File: src/hdl/fcp_pkg.sv
// package: types, constants and state layout for the fast counter preset output block
package fcp_pkg;
   // ============================================================
   // widths and encodings
   localparam int unsigned DATA_W = 16;          // accumulator, presets, masks
   localparam int unsigned OUT_W = 16;           // physical output lines
   localparam logic [15:0] ACC_MAX = 16'h7FFF;   // +32767
   localparam logic [15:0] ACC_MIN = 16'h8000;   // -32768
   localparam logic [15:0] ACC_ZERO = 16'h0000;
   localparam logic [15:0] WORD_ZERO = 16'h0000;
   localparam logic [15:0] HIGH_MIN_UP = 16'h0001;  // up counter high preset floor

   // ============================================================
   // timing: output update and staged preset latency
   localparam int unsigned CLK_MHZ = 125;
   localparam int unsigned OUT_UPDATE_NS = 30000;   // 30 us longest
   localparam int unsigned PRESET_LAG_NS = 40000;   // 40 us longest
   localparam int unsigned CLK_PERIOD_NS = 1000 / CLK_MHZ;
   localparam int unsigned PRESET_LAG_CYC = PRESET_LAG_NS / CLK_PERIOD_NS;
   // preset follows mask/source one cycle later, well inside the bound
   localparam logic [2:0] PRESET_STAGE_CYC = 3'h1;

   // ============================================================
   // event causes, one-hot cause field bit positions
   localparam int unsigned CAUSE_TOP_MARK = 0;
   localparam int unsigned CAUSE_LOW_MARK = 1;
   localparam int unsigned CAUSE_TOP_WRAP = 2;
   localparam int unsigned CAUSE_LOW_WRAP = 3;
   localparam logic [3:0] CAUSE_NONE = 4'h0;

   // interrupt dispatcher states
   typedef enum logic [1:0] {
      FCP_IRQ_IDLE,
      FCP_IRQ_RUN
   } fcp_irq_state_t;

   // parameter set loaded by the limit/output load operation
   typedef struct packed {
      logic [15:0] mask;
      logic [15:0] high_src;
      logic [15:0] high_lim;
      logic [15:0] low_src;
      logic [15:0] low_lim;
   } fcp_params_t;

   // status flags visible to the program
   typedef struct packed {
      logic irq_allow_bit;
      logic queued_flag;
      logic dropped_flag;
      logic top_wrap_flag;
      logic low_wrap_flag;
      logic count_done_flag;
      logic [3:0] cause;       // top_mark, low_mark, top_wrap, low_wrap
   } fcp_status_t;

   // one-hot event bundle
   typedef struct packed {
      logic top_mark;
      logic low_mark;
      logic top_wrap;
      logic low_wrap;
   } fcp_event_t;
endpackage

File: src/hdl/fcp_sync.sv
// two flip-flop synchroniser for a vector of pin inputs
`timescale 1ns/10ps
`default_nettype none
module fcp_sync #(
   parameter int unsigned WIDTH = 1
) (
   input wire logic clk,
   input wire logic nrst,
   input wire logic [WIDTH-1:0] d,
   output logic [WIDTH-1:0] q
);
   // ============================================================
   // state
   typedef struct packed {
      logic [WIDTH-1:0] meta;   // first stage, only read by second
      logic [WIDTH-1:0] stab;   // second stage
   } fcp_sync_state_t;

   fcp_sync_state_t st;
   fcp_sync_state_t next_st;

   // shift pins through both stages
   always_comb begin
      next_st.meta = d;
      next_st.stab = st.meta;
   end

   // synchronous reset to all zero
   always_ff @(posedge clk) begin
      if (!nrst) begin
         st <= '0;
      end else begin
         st <= next_st;
      end
   end

   assign q = st.stab;
endmodule
`default_nettype wire

File: src/hdl/fcp_top.sv
// fast counter with preset-driven masked outputs and interrupt bookkeeping
`timescale 1ns/10ps
`default_nettype none
module fcp_top (
   input wire logic clk,
   input wire logic nrst,
   // count pins: up pulse/phase a, down/phase b, z (synchronised but unused), hold
   input wire logic pin_a,
   input wire logic pin_b,
   input wire logic pin_z,
   input wire logic pin_hold,
   // forces on count inputs, same clock domain
   input wire logic force_in_en,
   input wire logic [1:0] force_in_val,
   // configuration: 0 up counter, 1 bidirectional, quad selects encoder
   input wire logic cfg_bidir,
   input wire logic cfg_quad,
   // program instructions, one-cycle strobes
   input wire logic limit_output_load_op,
   input wire fcp_pkg::fcp_params_t load_params,
   input wire logic acc_clear_op,
   input wire logic acc_write_op,
   input wire logic [15:0] acc_write_val,
   input wire logic [15:0] instr_high_lim,
   input wire logic irq_allow_op,
   input wire logic irq_block_op,
   input wire logic fast_count_op,
   input wire logic fast_count_rung,
   input wire logic acc_copy_bit,
   input wire logic image_sync_op,
   input wire logic irq_poll,
   input wire logic prog_out_we,
   input wire logic [15:0] prog_out_val,
   // service routine handshake and test mode
   input wire logic isr_done,
   input wire logic single_scan_idle,
   input wire logic scan_trigger,
   // output forces
   input wire logic [15:0] force_out_en,
   input wire logic [15:0] force_out_val,
   // results
   output logic [15:0] phys_out,
   output logic [15:0] out_image,
   output logic [15:0] image_acc,
   output logic [15:0] hw_acc,
   output logic isr_start,
   output logic load_fault,
   output fcp_pkg::fcp_status_t status
);
   // ============================================================
   // pin synchronisers
   logic [3:0] pins_s;   // a, b, z, hold after two flops
   fcp_sync #(.WIDTH(4)) i_fcp_sync (
      .clk(clk),
      .nrst(nrst),
      .d({pin_a, pin_b, pin_z, pin_hold}),
      .q(pins_s)
   );

   // ============================================================
   // state of the whole block
   typedef struct packed {
      logic [1:0] in_prev;              // previous a, b for edge detect
      logic [15:0] acc;                 // hardware accumulator
      logic [15:0] img_acc;             // image accumulator
      fcp_pkg::fcp_params_t hw;         // live hardware parameters
      logic [15:0] stage_high;          // preset waiting to follow mask
      logic [15:0] stage_low;
      logic stage_pend;
      logic [15:0] out_lat;             // counter/program driven output latch
      logic [15:0] oimg;                // output image
      logic img_stale;                  // counter changed outputs since image
      fcp_pkg::fcp_irq_state_t irq;
      logic isr_go;
      logic fault;
      logic [15:0] phys;
      fcp_pkg::fcp_status_t st;
   } fcp_state_t;

   fcp_state_t s;
   fcp_state_t next_s;

   // ============================================================
   // combinational helpers
   logic [1:0] in_now;       // effective a, b after forces
   logic a_rise;
   logic a_fall;
   logic up_step;
   logic dn_step;
   logic [15:0] acc_step;
   fcp_pkg::fcp_event_t ev;
   logic any_ev;
   logic load_ok;
   logic [15:0] new_out;

   // forced inputs look exactly like pin transitions
   always_comb begin
      in_now = force_in_en ? force_in_val : pins_s[3:2];
      a_rise = in_now[1] && !s.in_prev[1];
      a_fall = !in_now[1] && s.in_prev[1];
      up_step = 1'b0;
      dn_step = 1'b0;
      if (fast_count_rung && !pins_s[0]) begin
         if (!cfg_bidir) begin
            up_step = a_rise;
         end else if (cfg_quad) begin
            // phase b low selects direction from a edge
            up_step = a_rise && !in_now[0];
            dn_step = a_fall && !in_now[0];
         end else begin
            // up/down pulses: up pulses on a, down on b
            up_step = a_rise;
            dn_step = in_now[0] && !s.in_prev[0];
         end
      end
      // signed wrap arithmetic, two's complement 16 bit
      acc_step = s.acc;
      if (up_step && !dn_step) begin
         acc_step = s.acc + 16'h0001;
      end else if (dn_step && !up_step) begin
         acc_step = s.acc - 16'h0001;
      end
   end

   // preset and wrap detection against live (old until staged) presets
   always_comb begin
      ev.top_wrap = up_step && !dn_step && (s.acc == fcp_pkg::ACC_MAX);
      ev.low_wrap = dn_step && !up_step && (s.acc == fcp_pkg::ACC_MIN) && cfg_bidir;
      ev.top_mark = (up_step && !dn_step) && (acc_step == s.hw.high_lim);
      ev.low_mark = cfg_bidir && (dn_step && !up_step) && (acc_step == s.hw.low_lim);
      any_ev = ev.top_wrap || ev.low_wrap || ev.top_mark || ev.low_mark;
   end

   // validity of a parameter load
   always_comb begin
      if (cfg_bidir) begin
         load_ok = $signed(load_params.high_lim) > $signed(load_params.low_lim);
      end else begin
         load_ok = ($signed(load_params.high_lim) >= $signed(fcp_pkg::HIGH_MIN_UP));
      end
   end

   // masked output pattern from current mask/source
   always_comb begin
      new_out = s.out_lat;
      if (ev.top_mark) begin
         new_out = (s.out_lat & ~s.hw.mask) | (s.hw.high_src & s.hw.mask);
      end else if (ev.low_mark) begin
         new_out = (s.out_lat & ~s.hw.mask) | (s.hw.low_src & s.hw.mask);
      end
   end

   // ============================================================
   // next state
   always_comb begin
      next_s = s;
      next_s.in_prev = in_now;
      next_s.acc = acc_step;
      next_s.isr_go = 1'b0;
      next_s.fault = 1'b0;

      // staged preset follows mask/source by one cycle
      if (s.stage_pend) begin
         next_s.hw.high_lim = s.stage_high;
         next_s.hw.low_lim = s.stage_low;
         next_s.stage_pend = 1'b0;
      end

      // counter driven outputs land the cycle after the hit
      if (ev.top_mark || ev.low_mark) begin
         next_s.out_lat = new_out;
         next_s.img_stale = 1'b1;
      end
      // program write is later in fixed order, so it wins
      if (prog_out_we) begin
         next_s.out_lat = prog_out_val;
         next_s.oimg = prog_out_val;
         next_s.img_stale = 1'b0;
      end else if ((irq_poll || image_sync_op) && s.img_stale) begin
         // image catches up with the counter's changes
         next_s.oimg = s.out_lat;
         // a hit in this very cycle is not in the copy, keep it stale
         next_s.img_stale = ev.top_mark || ev.low_mark;
      end

      // event flags and cause
      if (ev.top_wrap) begin
         next_s.st.top_wrap_flag = 1'b1;
      end
      if (ev.low_wrap) begin
         next_s.st.low_wrap_flag = 1'b1;
      end
      if (ev.top_mark || ev.low_mark) begin
         next_s.st.count_done_flag = 1'b1;
      end
      if (any_ev) begin
         next_s.st.cause = fcp_pkg::CAUSE_NONE;
         if (ev.top_wrap) begin
            next_s.st.cause[fcp_pkg::CAUSE_TOP_WRAP] = 1'b1;
         end else if (ev.low_wrap) begin
            next_s.st.cause[fcp_pkg::CAUSE_LOW_WRAP] = 1'b1;
         end else if (ev.top_mark) begin
            next_s.st.cause[fcp_pkg::CAUSE_TOP_MARK] = 1'b1;
         end else begin
            next_s.st.cause[fcp_pkg::CAUSE_LOW_MARK] = 1'b1;
         end
      end

      // interrupt dispatch
      unique case (s.irq)
         fcp_pkg::FCP_IRQ_IDLE: begin
            if (any_ev) begin
               if (s.st.irq_allow_bit && !single_scan_idle && !s.st.queued_flag) begin
                  next_s.isr_go = 1'b1;
                  next_s.irq = fcp_pkg::FCP_IRQ_RUN;
               end else if (s.st.queued_flag) begin
                  next_s.st.dropped_flag = 1'b1;
               end else begin
                  next_s.st.queued_flag = 1'b1;
               end
            end else if (s.st.queued_flag && s.st.irq_allow_bit &&
                         (!single_scan_idle || scan_trigger)) begin
               // held event runs once allowed, and in single scan only on a trigger
               next_s.st.queued_flag = 1'b0;
               next_s.isr_go = 1'b1;
               next_s.irq = fcp_pkg::FCP_IRQ_RUN;
            end
         end
         fcp_pkg::FCP_IRQ_RUN: begin
            if (any_ev) begin
               if (s.st.queued_flag) begin
                  next_s.st.dropped_flag = 1'b1;
               end else begin
                  next_s.st.queued_flag = 1'b1;
               end
            end
            if (isr_done) begin
               next_s.irq = fcp_pkg::FCP_IRQ_IDLE;
            end
         end
         // codes outside the two states fall back to idle
         default: begin
            next_s.irq = fcp_pkg::FCP_IRQ_IDLE;
         end
      endcase

      // enable/disable; disable leaves pending intact
      if (irq_allow_op) begin
         next_s.st.irq_allow_bit = 1'b1;
      end else if (irq_block_op) begin
         next_s.st.irq_allow_bit = 1'b0;
      end

      // image accumulator copy
      if (acc_copy_bit || fast_count_op) begin
         next_s.img_acc = acc_step;
      end

      // parameter load, mask/source now, preset staged
      if (limit_output_load_op) begin
         if (load_ok) begin
            next_s.hw.mask = load_params.mask;
            next_s.hw.high_src = load_params.high_src;
            next_s.stage_high = load_params.high_lim;
            next_s.stage_pend = 1'b1;
            if (cfg_bidir) begin
               // up counters ignore the last two words
               next_s.hw.low_src = load_params.low_src;
               next_s.stage_low = load_params.low_lim;
            end else begin
               next_s.stage_low = s.hw.low_lim;
            end
         end else begin
            next_s.fault = 1'b1;
         end
      end

      // clear / write accumulator override the count, copy, flags, cause and routine start
      if (acc_clear_op || acc_write_op) begin
         next_s.acc = acc_clear_op ? fcp_pkg::ACC_ZERO : acc_write_val;
         next_s.img_acc = acc_clear_op ? fcp_pkg::ACC_ZERO : acc_write_val;
         next_s.st.queued_flag = 1'b0;
         next_s.st.dropped_flag = 1'b0;
         next_s.st.top_wrap_flag = 1'b0;
         next_s.st.low_wrap_flag = 1'b0;
         next_s.st.count_done_flag = 1'b0;
         next_s.st.cause = fcp_pkg::CAUSE_NONE;
         next_s.isr_go = 1'b0;
         if (s.irq == fcp_pkg::FCP_IRQ_IDLE) begin
            next_s.irq = fcp_pkg::FCP_IRQ_IDLE;
         end
         if (!cfg_bidir) begin
            next_s.hw.high_lim = instr_high_lim;
            next_s.stage_pend = 1'b0;
         end
      end

      // forces sit over the counter/program output latch, not the output image
      next_s.phys = (next_s.out_lat & ~force_out_en) | (force_out_val & force_out_en);
   end

   // ============================================================
   // register the state; enable bit resets to 1
   always_ff @(posedge clk) begin
      if (!nrst) begin
         s <= '0;
         s.hw.low_lim <= fcp_pkg::ACC_MIN;
         s.stage_low <= fcp_pkg::ACC_MIN;
         s.hw.high_lim <= fcp_pkg::ACC_MAX;
         s.stage_high <= fcp_pkg::ACC_MAX;
         s.irq <= fcp_pkg::FCP_IRQ_IDLE;
         s.st.irq_allow_bit <= 1'b1;
      end else begin
         s <= next_s;
      end
   end

   // ============================================================
   // outputs straight from flops
   assign phys_out = s.phys;
   assign out_image = s.oimg;
   assign image_acc = s.img_acc;
   assign hw_acc = s.acc;
   assign isr_start = s.isr_go;
   assign load_fault = s.fault;
   assign status = s.st;
endmodule
`default_nettype wire
File: config.mk
export PLATFORM = sky130hd
export DESIGN_NAME = fcp_top
export DESIGN_NICKNAME = d
export VERILOG_FILES = /design/src/hdl/fcp_pkg.sv /design/src/hdl/fcp_sync.sv /design/src/hdl/fcp_top.sv
export SDC_FILE = /design/constraint.sdc
export NUM_CORES = 1
export LEC_CHECK = 0
export ABC_AREA = 1
export ABC_CLOCK_PERIOD_IN_PS = 3300
export BUFFER_PORTS_ARGS = -buffer_cell sky130_fd_sc_hd__buf_2
export CORE_ASPECT_RATIO = 0.75
export CORE_UTILIZATION = 50
export CTS_CLUSTER_DIAMETER = 150
export DETAILED_ROUTE_END_ITERATION = 8
export PLACE_DENSITY_LB_ADDON = 0.12
export SKIP_LAST_GASP = 1
export SLEW_MARGIN = 20
export SYNTH_ARGS = -nofsm -noshare
export SYNTH_HDL_FRONTEND = slang
export SYNTH_SLANG_ARGS = --single-unit
File: constraint.sdc
create_clock -name clk -period 3.3 [get_ports clk]
set_clock_uncertainty 0.2 [all_clocks]
set_input_delay 0 -clock clk [delete_from_list [all_inputs] [get_ports clk]]
set_output_delay 0 -clock clk [all_outputs]
set_load 0.005 [all_outputs]
==> key figures, run 1 <==
Setup path
  – Worst r2r src: hw_acc[1]
  – R2R cell count: 22
  – WP data required: ~3.5 ns
  – R2R Setup Slk: about 0.12 ns
  – Worst setup SP type: input pin
  – Crit path DAT: 3.43 ns
  – Crit. End Element: register
  – CP startpoint: load_params[40]
  – WS Path Type: in2reg
  – Crit Path Max Fanout: 66

Global routing
  – Vias in the first global route: approximately 13,000
  – Remaining Overflow, GRT: 0
  – Initial antenna violation count: 1
  – GRT Util Overall: 0.368
  – Pin count of the biggest net entering global routing: between 100 and 150
  – First-pass GRT wire length: 71.4 mm

STA
  – Tcrit/Tclk final: 0.966
  – Slew Viols, Final: 0
  – Unrepaired setup endpoints after global routing: true
  – Final setup fails: 0
  – Tmin final: roughly 3.2 ns
  – Post-route worst setup slack: approximately 0.11 ns
  – Least-Margin Pin Slew: approximately 1.1 ns
  – Maximum clock rate: approximately 0.31 GHz
  – Rel. slew slack: 0.299
  – Final Hold Viols: 0

Placement
  – Area after DPL: between 10,000 and 15,000 um2
  – Setup WS pre-CTS: -0.0567 ns
  – DP Wirelength: approximately 31 mm
  – Placed Instances: around 2,300
  – IO Port Bufs: about 260
  – GPL Wtd Cong: roughly 0.95

Routing
  – Drt drc: 0
  – Routed WL: around 47 mm
  – Via-per-instance ratio: between 5 and 6
  – DR vias: between 10,000 and 15,000
  – First-pass iteration count of the detailed router: 7
  – Wire per inst: 18.0 um
  – Post-detailed-route count of antenna-violating nets: 0
  – 1st-iter DRT viols: around 1,700

Final layout
  – Antenna diode count: 0
  – Nets: 2,523
  – Syn-to-layout area delta: 41.9%
  – Layout Cell Area excl Fill: 17,200 um2
  – Post-layout util: 0.735
  – Fill count: 1,859
  – Final Instance Count excl. Fillers: roughly 2,600
  – Most common cell after layout, fill and taps aside: nand2_1
  – Leading cell types in the layout, fill and taps excluded: nand2_1 (421), buf_2 (258), dlygate4sd3_1 (247)
  – Layout cells sized above 1: 0.218

Power
  – Power Total: approximately 7.2 mW
  – Peak VDD IR: 0.406 mV
  – PD cells: 420 nW/um2
  – Pleak: 8.61 nW

Floorplan
  – Row cnt: 48
  – Core area: between 20,000 and 25,000 um2
  – Initial Util: 0.518
  – I/O Pins: 261
  – Die area: around 25,000 um2
  – Chip height: between 100 and 150 um
  – DIE WIDTH: about 180 um

Logic synthesis
  – Syn nets: roughly 2,100
  – FFs w/ async S/R, synth: 0
  – Synth cell types: 45
  – Syn Inst Count: approximately 1,900
  – Most common flop cell mapped by yosys: dfxtp_1
  – Synthesized flop and latch total: 216
  – Top cells by area, synth: dfxtp_1 (36%), nand2_1 (14%), inv_1 (7.3%), nand3_1 (7.2%), nor2_1 (6.4%)
  – Top-area cell type share of the netlist area: 0.357
  – EDFF count, synth: 0
  – Post-synthesis sequential area ratio: 0.357
  – Yosys top cell by area: dfxtp_1
  – Syn avg cell area: 6.50 um2
  – Mapped cell area: 12,100 um2
  – Ys Warns: 0

Clock tree
  – Worst-case clock buffer depth: 3
  – H-tree depth: 1
  – CTS root buf: clkbuf_16
  – Worst-Skew Late Latency: between 0.5 and 0.6 ns
  – Clock sinks: 216
  – Cts bufs inserted: 23
  – Clock-pin slew of the registers on the worst-case setup and hold paths: 0.06 ns
  – CTS tree: built

Hold path
  – Hold Path Class: in2reg
  – Hold path startpoint: cfg_bidir
  – WHS Path Cells: 4

Run status
  – Status: complete, no violations

Flow run
  – Maxcap violations: 0
-- cell type report --
class / instances / area (um2) / share of cell area
Inverter: 255 / 965 / 0.0562
Timing Repair Buffer: 586 / 4510 / 0.263
Tap cell: 300 / 375 / 0.0219
Sequential cell: 216 / 4340 / 0.253
Multi-Input combinational cell: 1238 / 6200 / 0.361
Clock buffer: 32 / 669 / 0.0390
Clock inverter: 8 / 118 / 0.00685
-- sequential cells by signal, indices dropped and copies added, names as in the netlist --
register	count
load_fault	1
out_image	16
phys_out	16
image_acc	16
status	10
isr_start	1
i_fcp_sync.next_st	3
s	134
hw_acc	16
i_fcp_sync.q	3
-- metal layers --
metal / GRT usage / share of wire / vias to the layer above
met5: 0 / 0 / -
met4: 0.0899 / 0.023 / 0
met3: 0.0883 / 0.12 / 93
met2: 0.551 / 0.41 / 872
met1: 0.529 / 0.45 / 6477
li1: - / - / 6772
-- logic make-up (layout without fill, tap and decap cells) --
kind of cell / after synthesis / in the layout / synth area share
other: 1 / 1 / 0.000310
and+or+nand+nor: 900 / 902 / 0.318
xor gates and xnor gates: 14 / 14 / 0.0101
DFF: 216 / 216 / 0.357
buffers and inverters: 410 / 881 / 0.155
adders and majority gates: 18 / 18 / 0.0186
AOI/OAI and AO/OA: 303 / 303 / 0.141
-- where the power goes --
group	switching (mW)	internal, mW	total [mW]
registers	0.126	2.79	2.91
logic	0.894	0.674	1.57
clock network	1.09	1.64	2.74
total	2.11	5.11	7.22
-- worst max-delay path, cell delays in order --
cell           delay, ns
dlygate4sd3_1       0.55
buf_2               0.16
nor4_1              0.42
nand4_1             0.19
nand3_1             0.10
dlygate4sd3_1       0.55
nand2_1             0.09
nand2_2             0.09
clkbuf_8            0.40
o21ai_0             0.15
dlygate4sd3_1       0.58
a21oi_1             0.15
-- synthesized netlist by cell type, types with 2 or more instances --
library cell / instances
nand3_1: 175
o211ai_1: 32
a211oi_1: 2
nand2_1: 454
nor2_1: 205
nor4_1: 4
inv_1: 236
inv_2: 5
nand2_2: 12
o21ai_0: 130
nor2_4: 3
nand2_4: 6
clkinv_1: 12
buf_1: 3
xor2_1: 11
dfxtp_1: 216
nand3_2: 4
buf_2: 15
clkbuf_1: 56
nor3_1: 9
buf_6: 2
nand3b_1: 8
xnor2_1: 3
ha_1: 18
a21oi_2: 10
o21ai_2: 3
o21ai_1: 6
a21oi_1: 93
a31oi_1: 22
nand3_4: 2
buf_4: 77
nor2_2: 4
nand4_1: 12
-- stage by stage --
step           hold WS (ns)  setup TNS (ns)
2_1_floorplan        -0.102               0
5_1_grt              0.0764          -0.839
4_1_cts             0.00730               0
3_3_place_gp        -0.0135         -0.0772
3_5_place_dp        -0.0113          -0.218
6_report             0.0388               0
-- what timing repair did --
item	CTS	global route
pin swaps	0	28
endpoints found under the hold margin	188	0
gates resized for setup	4	103
cloned	0	4
hold buffers	247	0
endpoints found under the setup margin	10	61
buffers inserted	5	6
-- path summary, 6_finish.rpt --
path | endpoint
max | s[151]
min | s[79]
max reg2reg | phys_out[5]
min reg2reg | i_fcp_sync.q[2]
No activity file was read; power rests on OpenSTA's default activity.
==> inputs of run 2 (changes only) <==
ABC_AREA = unset   (was 1)
==> key figures, run 2 <==
Power
  – Internal power: 5.06 mW (was 5.11 mW)
  – NetSw: 1.91 mW (was 2.11 mW)
  – Flop pwr share: 0.406 (was 0.404)
  – Pleak: 8.21 nW (was 8.61 nW)
  – Peak VDD IR: 0.383 mV (was 0.406 mV)
  – PD cells: 373 nW/um2 (was 420 nW/um2)
  – Clock share of power: 0.386 (was 0.379)
  – Switching share of total power: 0.274 (was 0.293)
  – Combinational Power Share: 0.208 (was 0.217)

Placement
  – DP Wirelength: 32.3 mm (was 30.9 mm)
  – GPL Wtd Cong: 0.979 (was 0.952)
  – Setup WS pre-CTS: -0.532 ns (was -0.0567 ns)
  – IO Port Bufs: 259 (unchanged)

Run status
  – Status: finished with violations (was complete, no violations)
  – Violations in the final reports: setup timing

Logic synthesis
  – Yosys top cell by area: dfxtp_1 (unchanged)
  – Post-synthesis sequential area ratio: 0.338 (was 0.357)
  – Top-area cell type share of the netlist area: 0.338 (was 0.357)
  – Ys Warns: 0 (unchanged)
  – Syn Inst Count: 1,494 (was 1,862)
  – Synthesized flop and latch total: 216 (unchanged)
  – Syn avg cell area: 8.55 um2 (was 6.50 um2)
  – Synth cell count leaders: dfxtp_1 (216), nand2_1 (159), mux2i_1 (120) (was nand2_1 (454), inv_1 (236), dfxtp_1 (216))
  – Most common cell in the netlist: dfxtp_1 (was nand2_1)
  – Top cells by area, synth: dfxtp_1 (34%), mux2i_1 (9.4%), buf_4 (4.7%), nand2_1 (4.7%), nor2b_1 (4.2%) (was dfxtp_1 (36%), nand2_1 (14%), inv_1 (7.3%), nand3_1 (7.2%), nor2_1 (6.4%))
  – FFs w/ async S/R, synth: 0 (unchanged)
  – EDFF count, synth: 0 (unchanged)
  – Most common flop cell mapped by yosys: dfxtp_1 (unchanged)
  – Syn nets: 1,697 (was 2,065)
  – Synth cell types: 83 (was 45)
  – Mapped cell area: 12,800 um2 (was 12,100 um2)

STA
  – Slew Viols, Final: 0 (unchanged)
  – Post-route worst setup slack: -0.400 ns (was 0.111 ns)
  – Final hold slack: 0.0408 ns (was 0.0388 ns)
  – Final setup fails: 43 (was 0)
  – Tmin final: 3.70 ns (was 3.19 ns)
  – Unrepaired setup endpoints after global routing: true (unchanged)
  – Least-Margin Pin Slew: 0.943 ns (was 1.05 ns)
  – Tcrit/Tclk final: 1.12 (was 0.966)
  – Final Hold Viols: 0 (unchanged)
  – Rel. slew slack: 0.371 (was 0.299)
  – Maximum clock rate: 0.270 GHz (was 0.314 GHz)

Routing
  – Routed WL: 48.7 mm (was 47.3 mm)
  – Wire per inst: 20.9 um (was 18.0 um)
  – First-pass iteration count of the detailed router: 7 (unchanged)
  – DR vias: 13,235 (was 14,214)
  – 1st-iter DRT viols: 1,104 (was 1,689)
  – Via-per-instance ratio: 5.68 (was 5.39)
  – Post-detailed-route count of antenna-violating nets: 0 (unchanged)
  – Drt drc: 0 (unchanged)

Floorplan
  – DIE WIDTH: 187 um (was 182 um)
  – Chip height: 140 um (was 137 um)
  – Die area: 26,200 um2 (was 24,800 um2)
  – Core area: 25,000 um2 (was 23,400 um2)
  – Row cnt: 50 (was 48)
  – I/O Pins: 261 (unchanged)
  – Initial Util: 0.511 (was 0.518)

Setup path
  – Crit path DAT: 3.92 ns (was 3.43 ns)
  – WS Path Type: reg2reg (was in2reg)
  – Worst setup SP type: register (was input pin)
  – Crit Path Max Fanout: 12 (was 66)
  – WP data required: 3.52 ns (was 3.54 ns)
  – Crit. End Element: register (unchanged)

Clock tree
  – Worst-case clock buffer depth: 3 (unchanged)
  – Clock sinks: 216 (unchanged)
  – Cts bufs inserted: 22 (was 23)
  – Clock-pin slew of the registers on the worst-case setup and hold paths: 0.07 ns (was 0.06 ns)
  – H-tree depth: 1 (unchanged)
  – CTS tree: built (unchanged)
  – CTS root buf: clkbuf_16 (unchanged)
  – Worst-Skew Late Latency: 0.51 ns (was 0.52 ns)

Final layout
  – Nets: 2,180 (was 2,523)
  – Max reg flops: 134 (unchanged)
  – Fill count: 1,807 (was 1,859)
  – Post-layout util: 0.747 (was 0.735)
  – Largest Register: s (unchanged)
  – Antenna diode count: 0 (unchanged)
  – Syn-to-layout area delta: 46.4% (was 41.9%)
  – Layout cells sized above 1: 0.331 (was 0.218)
  – Most common cell after layout, fill and taps aside: buf_2 (was nand2_1)
  – Leading cell types in the layout, fill and taps excluded: buf_2 (258), dfxtp_1 (213), dlygate4sd3_1 (196) (was nand2_1 (421), buf_2 (258), dlygate4sd3_1 (247))

Global routing
  – First-pass GRT wire length: 71.9 mm (was 71.4 mm)
  – Initial antenna violation count: 0 (was 1)
  – Vias in the first global route: 12,684 (was 13,311)
  – Pin count of the biggest net entering global routing: 90 (was 104)
  – GRT Util Overall: 0.349 (was 0.368)
  – Remaining Overflow, GRT: 0 (unchanged)

Flow run
  – Maxcap violations: 0 (unchanged)

Hold path
  – Hold Path Class: in2reg (unchanged)
run 2: cell types whose count changed after synthesis, sizes merged, moves of 38 or more:
cell / previous run / this run
a21oi: 104 / 24
and2: 1 / 43
inv: 242 / 63
mux2i: 0 / 121
nand2: 472 / 159
nand3: 181 / 11
nor2: 212 / 71
nor2b: 0 / 86
o21ai: 139 / 81
o311ai: 0 / 38
run 2: final cells by class:
class | instances | area, um2 | share of cell area
clock buffers | 27 | 631 | 0.0337
clock inverters | 13 | 151 | 0.00810
inverters | 63 | 236 | 0.0126
multi-input cells | 1039 | 8050 | 0.431
flip-flops and latches | 216 | 4330 | 0.231
well taps | 338 | 423 | 0.0226
repair buffers | 635 | 4880 | 0.261
run 2: worst paths after layout:
check | cells past startpoint | start | slack [ns] | to
worst min-delay path | 3 | pin_b | 0.04 | i_fcp_sync.next_st[2]
worst min register to register | 1 | i_fcp_sync.next_st[3] | 0.23 | i_fcp_sync.q[3]
worst max-delay path | 14 | s[209] | -0.40 | s[30]
worst max register to register | 14 | s[209] | -0.40 | s[30]
run 2: logic make-up (layout without fill, tap and decap cells):
logic type | after synthesis | after routing | share of synthesized area
xor+xnor | 52 | 52 | 0.0444
flops | 216 | 216 | 0.338
buf+inv | 239 | 738 | 0.0974
compound gates | 302 | 302 | 0.172
other cells | 1 | 1 | 0.000294
mux | 136 | 136 | 0.109
simple gates | 530 | 530 | 0.222
fa+ha+maj | 18 | 18 | 0.0176
run 2: per-layer routing:
layer / track usage / part of all wire
met3: 0.0762 / 0.095
met5: 0 / 0
met1: 0.506 / 0.45
met4: 0.104 / 0.029
met2: 0.515 / 0.42
run 2: power by group through the flow:
stage	combinational, mW	clock [mW]	sequential [mW]
floorplan	0.689	0	2.84
global placement	1.09	0	2.87
detailed placement	1.10	0	2.87
CTS	1.30	2.72	2.82
global route	1.55	2.83	2.84
finish	1.45	2.69	2.83
run 2: stage by stage:
step                power (mW)  TNS (ns)  instance area [um2]  std cells
global placement          3.96    -18.91                15000       2075
CTS                       6.84    -13.17                17900       2316
detailed placement        3.97    -19.59                15000       2075
global route              7.22    -17.66                18700       2331
floorplan                 3.53    -0.833                12900       1494
finish                    6.97    -13.26                18700       2331
run 2: worst max-delay path, cell delays in order, from the launching register on:
cell and delay [ns]:
dfxtp_2 0.32, or3b_4 0.41, a311o_2 0.44, clkbuf_16 0.19
nor3_4 0.19, a31oi_4 0.13, buf_4 0.18, xnor3_1 0.20
a211o_1 0.27, nor4_4 0.22, and3_4 0.24, buf_12 0.15
buf_4 0.15, a211oi_1 0.05, nor3b_1 0.25
run 2: timing repair:
item,in CTS,in global routing
resized for setup,28,111
hold endpoints to repair,193,0
gates cloned,0,4
pin swaps,3,34
hold buffers,197,0
endpoints found under the setup margin,42,56
setup buffers,4,12
